==> config.mk <==
export PLATFORM = sky130hd
export DESIGN_NAME = cpcf_top
export DESIGN_NICKNAME = d
export VERILOG_FILES = /design/src/cpcf_top_unused_guard.sv /design/src/cpcf_pkg.sv /design/src/cpcf_top.sv
export VERILOG_INCLUDE_DIRS = /design/src
export SDC_FILE = /design/constraint.sdc
export NUM_CORES = 1
export LEC_CHECK = 0
export BUFFER_PORTS_ARGS = -buffer_cell sky130_fd_sc_hd__buf_2
export CAP_MARGIN = 25
export CELL_PAD_IN_SITES_DETAIL_PLACEMENT = 0
export CELL_PAD_IN_SITES_GLOBAL_PLACEMENT = 1
export CORE_UTILIZATION = 38
export DETAILED_ROUTE_END_ITERATION = 16
export PLACE_DENSITY_LB_ADDON = 0.1
export SETUP_SLACK_MARGIN = 0.4
export SLEW_MARGIN = 25
export SYNTH_ARGS = -nofsm -noshare
export SYNTH_HDL_FRONTEND = slang
export SYNTH_SLANG_ARGS = --single-unit
==> constraint.sdc <==
create_clock -name sys_clk -period 4.7 [get_ports sys_clk]
set_input_delay 0.47 -clock sys_clk [delete_from_list [all_inputs] [get_ports sys_clk]]
set_output_delay 0.47 -clock sys_clk [all_outputs]
set_load 0.02 [all_outputs]
==> src/cpcf_regs.svh <==
// register offsets, field positions, reset values and timing counts of the point compare flags
// Summary of operation
// RULE_01: point-one greater flag high while counter above point one, low otherwise.
// RULE_02: point-one match flag sets when counter equals point one.
// RULE_03: point-one match flag stays set until point-one match reset command.
// RULE_04: point-one smaller flag high while counter below point one, low otherwise.
// RULE_05: point-two greater flag high while counter above point two, low otherwise.
// RULE_06: point-two match flag sets when counter equals point two.
// RULE_07: point-two match flag stays set until point-two match reset command.
// RULE_08: point-two smaller flag high while counter below point two, low otherwise.
// RULE_09: phase-Z detected flag sets when a preset request arrives on phase-Z input.
// RULE_10: phase-Z detected flag stays set until the detection clear command.
// RULE_11: greater, smaller, phase-Z flags refresh at scan end; match flags immediately too.
// RULE_12: program holds each match reset at least 2 ms; reset acts while held.
// RULE_13: coincidence outputs driven only while output enable command is held.
`ifndef CPCF_REGS_SVH
`define CPCF_REGS_SVH

`define CPCF_OFS_CTRL 8'h00
`define CPCF_OFS_POINT1 8'h04
`define CPCF_OFS_POINT2 8'h08
`define CPCF_OFS_FLAGS 8'h0c
`define CPCF_OFS_COUNT 8'h10
`define CPCF_OFS_IRQ_STAT 8'h14
`define CPCF_OFS_IRQ_MASK 8'h18

`define CPCF_CTRL_PT1_RST 0
`define CPCF_CTRL_PT2_RST 1
`define CPCF_CTRL_OUT_EN 2
`define CPCF_CTRL_Z_CLR 3

`define CPCF_IRQ_PT1_MATCH 0
`define CPCF_IRQ_PT2_MATCH 1
`define CPCF_IRQ_Z_DET 2
`define CPCF_IRQ_PT1_SHORT 3
`define CPCF_IRQ_PT2_SHORT 4

`define CPCF_RST_CTRL 4'h0
`define CPCF_RST_POINT 32'h00000000
`define CPCF_RST_IRQ 5'h00

`define CPCF_CLK_KHZ 20000
`define CPCF_HOLD_TIME_MS 2
`define CPCF_HOLD_CYCLES (`CPCF_HOLD_TIME_MS * `CPCF_CLK_KHZ)

`endif

==> src/cpcf_top_unused_guard.sv <==
// empty source; no logic of the block lives here
`timescale 1ns/1ns
`default_nettype none
`default_nettype wire

==> src/cpcf_pkg.sv <==
// types shared by the point compare flags block
package cpcf_pkg;

  typedef struct packed {
    logic zphasePresetDetected;
    logic pt2SmallerFlag;
    logic pt2MatchFlag;
    logic pt2GreaterFlag;
    logic pt1SmallerFlag;
    logic pt1MatchFlag;
    logic pt1GreaterFlag;
  } cpcf_flags_t;

  typedef struct packed {
    logic zphaseClearCmd;
    logic matchOutputEnableCmd;
    logic pt2MatchResetCmd;
    logic pt1MatchResetCmd;
  } cpcf_ctrl_t;

  typedef enum logic [0:0] {
    BUS_IDLE = 1'b0,
    BUS_ACK = 1'b1
  } cpcf_bus_state_t;

endpackage : cpcf_pkg

==> src/cpcf_top.sv <==
// point compare flags of counter channel one with avalon-mm register slave
//
// Chosen here: the register addresses and register access over Avalon-MM.
`timescale 1ns/1ns
`default_nettype none
`include "cpcf_regs.svh"

module cpcf_top
  import cpcf_pkg::*;
#(
  parameter int HOLD_CYCLES = `CPCF_HOLD_CYCLES
) (
  input wire logic sys_clk,
  input wire logic rst,
  input wire logic [7:0] avs_address,
  input wire logic avs_read,
  input wire logic avs_write,
  input wire logic [31:0] avs_writedata,
  input wire logic [3:0] avs_byteenable,
  output logic [31:0] avs_readdata,
  output logic avs_waitrequest,
  input wire logic [31:0] counterValue,
  input wire logic scanEnd,
  input wire logic zphasePresetReq,
  output logic matchOut1,
  output logic matchOut2,
  output logic irq
);

  localparam int HOLD_W = $clog2(HOLD_CYCLES + 1);

  cpcf_bus_state_t busState_q;
  cpcf_ctrl_t ctrl_q;
  cpcf_flags_t flags;
  logic [31:0] point_q [0:1];
  logic [31:0] readData_q;
  logic [31:0] rdMux;
  logic [4:0] irqStat_q;
  logic [4:0] irqStat_d;
  logic [4:0] irqMask_q;
  logic [4:0] events;
  logic irq_q;
  logic irqLevel;
  logic wrEn;
  logic rdCap;
  logic [1:0] greaterV;
  logic [1:0] smallerV;
  logic [1:0] matchV;
  logic [1:0] matchRise;
  logic [1:0] shortRel;
  logic [1:0] resetCmd;
  logic [1:0] matchOut_q;
  logic zPend_q;
  logic zDet_q;
  logic zDet_d;
  logic zSet;

  // avalon slave: one wait cycle, data latched before release
  assign avs_waitrequest = (avs_read | avs_write) & (busState_q == BUS_IDLE);
  assign wrEn = avs_write & (busState_q == BUS_ACK);
  assign rdCap = avs_read & (busState_q == BUS_IDLE);

  // one wait state, then back to idle
  always_ff @(posedge sys_clk) begin
    if (rst) begin
      busState_q <= BUS_IDLE;
    end else begin
      case (busState_q)
        BUS_IDLE: begin
          if (avs_read | avs_write) begin
            busState_q <= BUS_ACK;
          end
        end
        BUS_ACK: begin
          busState_q <= BUS_IDLE;
        end
        default: begin
          busState_q <= BUS_IDLE;
        end
      endcase
    end
  end

  // control register; commands are levels held by software
  always_ff @(posedge sys_clk) begin
    if (rst) begin
      ctrl_q <= `CPCF_RST_CTRL;
    end else if (wrEn && avs_address == `CPCF_OFS_CTRL && avs_byteenable[0]) begin
      ctrl_q <= avs_writedata[3:0];
    end
  end

  assign resetCmd[0] = ctrl_q.pt1MatchResetCmd;
  assign resetCmd[1] = ctrl_q.pt2MatchResetCmd;

  // coincidence points, byte lanes honoured
  always_ff @(posedge sys_clk) begin
    if (rst) begin
      point_q[0] <= `CPCF_RST_POINT;
      point_q[1] <= `CPCF_RST_POINT;
    end else if (wrEn) begin
      for (int b = 0; b < 4; b++) begin
        if (avs_byteenable[b]) begin
          if (avs_address == `CPCF_OFS_POINT1) begin
            point_q[0][8*b +: 8] <= avs_writedata[8*b +: 8];
          end
          if (avs_address == `CPCF_OFS_POINT2) begin
            point_q[1][8*b +: 8] <= avs_writedata[8*b +: 8];
          end
        end
      end
    end
  end

  // per-point compare, match and reset hold check
  for (genvar i = 0; i < 2; i++) begin : gPoint
    logic gt;
    logic eq;
    logic lt;
    logic greater_q;
    logic smaller_q;
    logic match_q;
    logic match_d;
    logic resetPrev_q;
    logic [HOLD_W-1:0] holdCnt_q;
    logic out_q;

    // counter and points are two's complement values
    assign gt = $signed(counterValue) > $signed(point_q[i]);
    // equality needs no sign: equal bits are equal values
    assign eq = counterValue == point_q[i];
    assign lt = $signed(counterValue) < $signed(point_q[i]);

    // RULE_01 RULE_05 RULE_11 greater at scan end
    always_ff @(posedge sys_clk) begin
      if (rst) begin
        greater_q <= 1'b0;
      end else if (scanEnd) begin
        greater_q <= gt;
      end
    end

    // RULE_04 RULE_08 RULE_11 smaller at scan end
    always_ff @(posedge sys_clk) begin
      if (rst) begin
        smaller_q <= 1'b0;
      end else if (scanEnd) begin
        smaller_q <= lt;
      end
    end

    // RULE_02 RULE_06 RULE_11 immediate set
    // RULE_03 RULE_07 RULE_12 held reset clears
    always_comb begin
      match_d = match_q;
      if (eq) begin
        match_d = 1'b1;
      end else if (resetCmd[i]) begin
        match_d = 1'b0;
      end
    end

    always_ff @(posedge sys_clk) begin
      if (rst) begin
        match_q <= 1'b0;
      end else begin
        match_q <= match_d;
      end
    end

    // release before the hold time is only reported
    always_ff @(posedge sys_clk) begin
      if (rst) begin
        resetPrev_q <= 1'b0;
      end else begin
        resetPrev_q <= resetCmd[i];
      end
    end

    // saturating count, so a long hold cannot wrap into a false short release
    always_ff @(posedge sys_clk) begin
      if (rst) begin
        holdCnt_q <= '0;
      end else if (!resetCmd[i]) begin
        holdCnt_q <= '0;
      end else if (holdCnt_q < HOLD_W'(HOLD_CYCLES)) begin
        holdCnt_q <= holdCnt_q + 1'b1;
      end
    end

    // RULE_13 gated outputs
    always_ff @(posedge sys_clk) begin
      if (rst) begin
        out_q <= 1'b0;
      end else begin
        out_q <= match_q & ctrl_q.matchOutputEnableCmd;
      end
    end

    assign greaterV[i] = greater_q;
    assign smallerV[i] = smaller_q;
    assign matchV[i] = match_q;
    assign matchRise[i] = match_d & ~match_q;
    assign shortRel[i] = resetPrev_q & ~resetCmd[i] & (holdCnt_q < HOLD_W'(HOLD_CYCLES));
    assign matchOut_q[i] = out_q;
  end

  // request caught at once so a short pulse between scans is kept
  // RULE_09 capture
  always_ff @(posedge sys_clk) begin
    if (rst) begin
      zPend_q <= 1'b0;
    end else if (zphasePresetReq) begin
      zPend_q <= 1'b1;
    end else if (scanEnd) begin
      zPend_q <= 1'b0;
    end
  end

  // a request in the scan-end cycle itself still counts
  assign zSet = scanEnd & (zPend_q | zphasePresetReq);

  // RULE_10 RULE_11 set at scan end wins over clear
  always_comb begin
    zDet_d = zDet_q;
    if (zSet) begin
      zDet_d = 1'b1;
    end else if (ctrl_q.zphaseClearCmd) begin
      zDet_d = 1'b0;
    end
  end

  always_ff @(posedge sys_clk) begin
    if (rst) begin
      zDet_q <= 1'b0;
    end else begin
      zDet_q <= zDet_d;
    end
  end

  // flags word in the layout software reads
  always_comb begin
    flags.pt1GreaterFlag = greaterV[0];
    flags.pt1MatchFlag = matchV[0];
    flags.pt1SmallerFlag = smallerV[0];
    flags.pt2GreaterFlag = greaterV[1];
    flags.pt2MatchFlag = matchV[1];
    flags.pt2SmallerFlag = smallerV[1];
    flags.zphasePresetDetected = zDet_q;
  end

  // interrupt events: new match, new phase-Z detection, short reset
  always_comb begin
    events = 5'h00;
    events[`CPCF_IRQ_PT1_MATCH] = matchRise[0];
    events[`CPCF_IRQ_PT2_MATCH] = matchRise[1];
    events[`CPCF_IRQ_Z_DET] = zDet_d & ~zDet_q;
    events[`CPCF_IRQ_PT1_SHORT] = shortRel[0];
    events[`CPCF_IRQ_PT2_SHORT] = shortRel[1];
  end

  // write one to clear; a same-cycle event stays set
  always_comb begin
    irqStat_d = irqStat_q;
    if (wrEn && avs_address == `CPCF_OFS_IRQ_STAT && avs_byteenable[0]) begin
      irqStat_d = irqStat_q & ~avs_writedata[4:0];
    end
    irqStat_d = irqStat_d | events;
  end

  always_ff @(posedge sys_clk) begin
    if (rst) begin
      irqStat_q <= `CPCF_RST_IRQ;
    end else begin
      irqStat_q <= irqStat_d;
    end
  end

  // mask, same layout as status
  always_ff @(posedge sys_clk) begin
    if (rst) begin
      irqMask_q <= `CPCF_RST_IRQ;
    end else if (wrEn && avs_address == `CPCF_OFS_IRQ_MASK && avs_byteenable[0]) begin
      irqMask_q <= avs_writedata[4:0];
    end
  end

  assign irqLevel = |(irqStat_q & irqMask_q);

  // registered, so the line follows status by one cycle
  always_ff @(posedge sys_clk) begin
    if (rst) begin
      irq_q <= 1'b0;
    end else begin
      irq_q <= irqLevel;
    end
  end

  // read mux; unmapped offsets read zero
  always_comb begin
    rdMux = 32'h00000000;
    case (avs_address)
      `CPCF_OFS_CTRL: begin
        rdMux[3:0] = ctrl_q;
      end
      `CPCF_OFS_POINT1: begin
        rdMux = point_q[0];
      end
      `CPCF_OFS_POINT2: begin
        rdMux = point_q[1];
      end
      `CPCF_OFS_FLAGS: begin
        rdMux[6:0] = flags;
      end
      `CPCF_OFS_COUNT: begin
        rdMux = counterValue;
      end
      `CPCF_OFS_IRQ_STAT: begin
        rdMux[4:0] = irqStat_q;
      end
      `CPCF_OFS_IRQ_MASK: begin
        rdMux[4:0] = irqMask_q;
      end
      default: begin
        rdMux = 32'h00000000;
      end
    endcase
  end

  always_ff @(posedge sys_clk) begin
    if (rst) begin
      readData_q <= 32'h00000000;
    end else if (rdCap) begin
      readData_q <= rdMux;
    end
  end

  // outputs come straight from flip-flops
  assign avs_readdata = readData_q;
  assign matchOut1 = matchOut_q[0];
  assign matchOut2 = matchOut_q[1];
  assign irq = irq_q;

endmodule : cpcf_top
`default_nettype wire

**Yosys cells after proc, flatten, opt, wreduce, memory -nomap -nowiden**

Memory sizes are Yosys's and may differ from the RTL's.
Cells that the tools add are included.

- Bits in writable memories: 64
- Memory bits (read-only): 0
- Word-level logic and storage cells: 143
- Output and inout bits: 36
- Flip-flop bits (word level): 92
- Memories: 1
- Input bits: 82
- Bits in latches: 0

Memory list:

| name | depth | width | read ports | clocked after Yosys merged registers in | wr ports | line | source |
|---|---|---|---|---|---|---|---|
| point_q | 2 | 32 | 2 | 0 | 2 | cpcf_top.sv:35 | `logic [31:0] point_q [0:1];` |

- Reductions and logical operators: 11
- Equal/unequal tests: 8
- Div/mod/pow operators: 0
- Mux-type cells: 59
- $add $sub $neg: 2
- Multiply operators: 0
- $lt $le $gt $ge: 6
- Bitwise gates (word level): 33
- Shift operators: 0

Operator list:

| kind | count |
|---|---|
| $pmux 25 s3 | 1 |
| $eq 32x32->1 | 2 |
| $gt 32x32->1 | 2 |
| $lt 32x32->1 | 2 |
| $mux 8 | 8 |
| $mux 1 | 45 |
| $add 16x1->16 const B | 2 |
| $lt 16x16->1 const B | 2 |
| $pmux 4 s7 | 1 |
| $eq 8x5->1 const B | 3 |
| $eq 8x4->1 const B | 2 |
| $and 1x1->1 | 13 |
| $and 5x5->5 | 2 |
| $or 1x1->1 | 10 |
| $eq 8x3->1 const B | 1 |
| $logic_not 8->1 | 1 |
| $pmux 2 s4 | 1 |
| $logic_and 1x1->1 | 6 |
| $not 1->1 | 6 |
| $pmux 1 s6 | 1 |
| $mux 5 | 1 |
| $not 5->5 | 1 |
| $or 5x5->5 | 1 |
| $reduce_or 5->1 | 1 |
| other kinds (3) | 4 |

**Logic depth before layout (Yosys ltp)**

- Word-level depth: 7
- Gate-level depth with buffers: 8
- Gate-level depth less buffers: 8

**Worst setup path before layout**

Ideal clock, no wire load.

- Path kind: input to register
- From: in avs_address[0]
- To: mem point_q[0][0], enable pin
- Data arrival time: 2,263 ps
- Setup time: 384 ps
- Required time: 4,316 ps
- Path buffers: 1
- Stages: 6
- Setup slack: 2,053 ps
- Cells stage by stage: or4_4 -> or2_1 -> buf_4 -> nor2_4 -> nand2_2 -> o21ai_0

RTL lines:

| what | line | source |
|---|---|---|
| start, declared | cpcf_top.sv:15 | `input wire logic [7:0] avs_address,` |
| end, declared | cpcf_top.sv:35 |  |

**Worst setup path in the final report**

- From: in avs_address[0]
- To: reg readData_q[25], in the netlist avs_readdata[25]

- Longest elaborated chain between the ends: 2
- Elaborated cells between the ends (all ways): 4
- Classes of those cells: eq/ne: 3; mux: 1

RTL lines:

| what | line | source |
|---|---|---|
| $eq 8x5->1, or another cell as far along | cpcf_top.sv:302 | `case (avs_address)` |
| $pmux 25 s3 * | cpcf_top.sv:302 |  |
| end signal, assigned | cpcf_top.sv:334 | `readData_q <= rdMux;` |
| end, declared | cpcf_top.sv:36 | `logic [31:0] readData_q;` |

Every way passes the cells marked *; elsewhere a longest branch is shown, timed or not.
A chain may end at the register's enable or synchronous reset.

==> results by group <==
Drt
  • Antenna-violating nets left: 0
  • Drt first pass iters: 8
  • Vias: 6649
  • Average wire per standard cell: 18.42 um
  • DRT iter0 DRCs: 456
  • Remaining DRCs: 0
  • Via density: 5.260
  • Drt total wl: 23.29 mm

Clock tree
  • Post-CTS resize count: 0
  • CTS Hold Bufs: 0
  • H-tree depth: 4
  • Num CTS Buffers: 17
  • Clock sink total: 156
  • CTS tree: built
  • Worst-Skew Late Latency: 0.42 ns
  • Max Root-Sink Buffers: 2
  • Worst-path clk slew: 0.07 ns
  • Postcts setup bufs: 0
  • Root buf cell: clkbuf_16

Power and ir drop
  • Power share of the sequential group: 0.464
  • Power per cell area: 320.1 nW/um^2
  • Comb power frac: 0.081
  • Psw: 0.0007591 W
  • Internal power: 0.002362 W
  • Switch share: 0.2432
  • Leakage power: 3.952 nW
  • Clock power share: 0.455
  • Power, Total: 0.003121 W
  • Peak supply drop: 0.0002299 V

Finish
  • Fill cell count: 2112
  • Fin nets: 1124
  • Finished Core Util: 0.4595
  • Commonest cells after routing, fill and taps aside: 117 x buf_2, 94 x nor2_1, 92 x dfxtp_1
  • # diodes: 0
  • Seq. cell area: 3764 um^2
  • Layout area overhead: 17.58%
  • Commonest non-fill, non-tap cell in the layout: buf_2
  • Ratio of cells with drive above 1 in the final layout: 0.1699
  • Area of the multi-input gates: 4083 um^2

Floorplanning
  • Placeable core area: 21220 um^2
  • Die area: 22420 um^2
  • Ports: 118
  • Die outline height: 149.7 um
  • Die X: 149.7 um
  • # rows: 53
  • Initial Utilization: 0.3908

Critical path
  • WS Path Type: in -> reg
  • CP Data Arrival Time: 3.14 ns
  • Reg-to-Reg Start: point_q[0][31]$_DFFE_PP_
  • CP required: 5.05 ns
  • Crit. End Element: register
  • Max FO, Critical Path: 17
  • Startpoint type of the worst setup path: primary input
  • Critical Path Start: avs_address[0]
  • Reg2reg setup slack: 1.97 ns

Flow run
  • MaxCap Viol Count: 0

Placement
  • Post-DP HPWL: 17.70 mm
  • DP Worst Slack: 1.404 ns
  • Routability cong.: 0.7915
  • PortBufs: 117

Timing
  • Final slew viol count: 0
  • Number of setup violations in the final report: 0
  • Final Cycle Share: 0.5937
  • Fin Hold WS: 0.2657 ns
  • Post-Route Skew: 0.007825 ns
  • Final Critical Period: 2.790 ns
  • Worst slew pin tran: 0.8880 ns
  • Hold Vio Cnt, Final: 0
  • Max-slew headroom at the worst pin: 0.4035
  • Peak Freq: 358.4 MHz
  • TNS Setup: 0 ns
  • RSZ-0062 raised after global routing: no
  • Final Worst Setup Slack: 1.910 ns

Yosys
  • Register area share after synthesis: 0.4538
  • Yosys warning total: 0
  • Synth Area per Inst: 9.598 um^2
  • Library cells used by synthesis: 60
  • Post-Syn Area: 8293 um^2
  • Synth async-reset ratio: 0
  • Cell taking the most area after synthesis: edfxtp_1
  • Ranking of synthesized cells by area: edfxtp_1 23%, dfxtp_1 22%, ha_1 10%
  • Top-area cell type share of the netlist area: 0.2317
  • Synthesized flop and latch total: 156
  • Cells after Synth: 864
  • Ys flop type: dfxtp_1
  • EDFF count, synth: 64
  • Syn Nets: 1012

Global route
  • M2 GR Usage: 0.3468
  • Initial antenna violation count: 0
  • GR peak layer: met2
  • Met1 Use GR: 0.3017
  • Largest net degree at the start of global routing: 63
  • Vias in the first global route: 6418
  • Overflow after GRT: 0
  • Aggregate global-route resource usage: 0.2143
  • Met3 Resource Use GR: 0.03384
  • First-pass GRT wire length: 36.09 mm

Worst hold path
  • Hold Crit Class: in -> reg
  • Hold path start: zphasePresetReq

Run status
  • Status: completed
==> metrics by stage <==
step                      cells  instance area, um^2
after floorplan             864                 8293
after global routing       1264                 9751
final                      1264                 9751
after CTS                  1264                 9751
after detailed placement   1232                 9155
after global placement     1230                 9129
==> area by class of cell <==
class / instances / area share
clock buffer: 18 / 0.04401
clock inverter: 14 / 0.01707
inverter: 80 / 0.03080
multi-input combinational: 595 / 0.4187
sequential: 156 / 0.3860
tap: 275 / 0.03529
timing repair buffer: 126 / 0.06814
==> synth_stat cells (all sizes together) (20+ instances only) <==
cell	number
nor2	95
dfxtp	92
inv	80
ha	66
edfxtp	64
nand2	60
and2	56
a21oi	48
a222oi	26
a2bb2oi	25
o21ai	25
nand3	24
clkbuf	20
==> cell families (layout without fill, tap and decap cells) <==
family	after synthesis	count (layout)	synth area share
simple gates	314	314	0.1913
mux	16	16	0.02112
flops	156	156	0.4538
buf+inv	113	238	0.05492
fa+ha+maj	66	66	0.09958
xor+xnor	28	28	0.02957
compound gates	171	171	0.1497
==> registers in the layout, indices dropped and copies added, names as in the netlist <==
register	cells
avs_readdata	32
busState_q	1
ctrl_q	4
gPoint.greater_q	2
gPoint.holdCnt_q	32
gPoint.match_q	2
gPoint.resetPrev_q	2
gPoint.smaller_q	2
irq	1
irqMask_q	5
irqStat_q	5
matchOut1	1
matchOut2	1
point_q	64
zDet_q	1
zPend_q	1
==> layer usage <==
layer / vias up / part of all wire
li1: 3359 / -
met1: 3153 / 0.50
met2: 126 / 0.46
met3: 11 / 0.037
met4: 0 / 0.0066
met5: - / 0
==> path summary, 6_finish.rpt <==
kind              depth (start not counted)                               end
setup / recovery                         10     avs_readdata[25]$_SDFFE_PP0P_
hold / removal                            3              zPend_q$_SDFFE_PP0P_
setup reg to reg                          8  gPoint[0].greater_q$_SDFFE_PP0P_
hold reg to reg                           2      avs_readdata[2]$_SDFFE_PP0P_
==> critical path, stage by stage <==
cell and delay [ns]:
buf_2 0.09, or4_4 0.54, or2_1 0.34, nor3_4 0.65, buf_4 0.34, o31ai_4 0.11
buf_6 0.19, buf_8 0.16, a2bb2oi_1 0.13, nor2_1 0.10
==> power groups by stage <==
stage	registers, W	clock network, W	logic, W
floorplan	0.00147	0	0.000143
CTS	0.00145	0.00144	0.000255
global placement	0.00148	0	0.000253
global route	0.00145	0.00150	0.000284
detailed placement	0.00148	0	0.000253
finish	0.00145	0.00142	0.000254
Note: power is estimated with default switching activity, not from simulation.
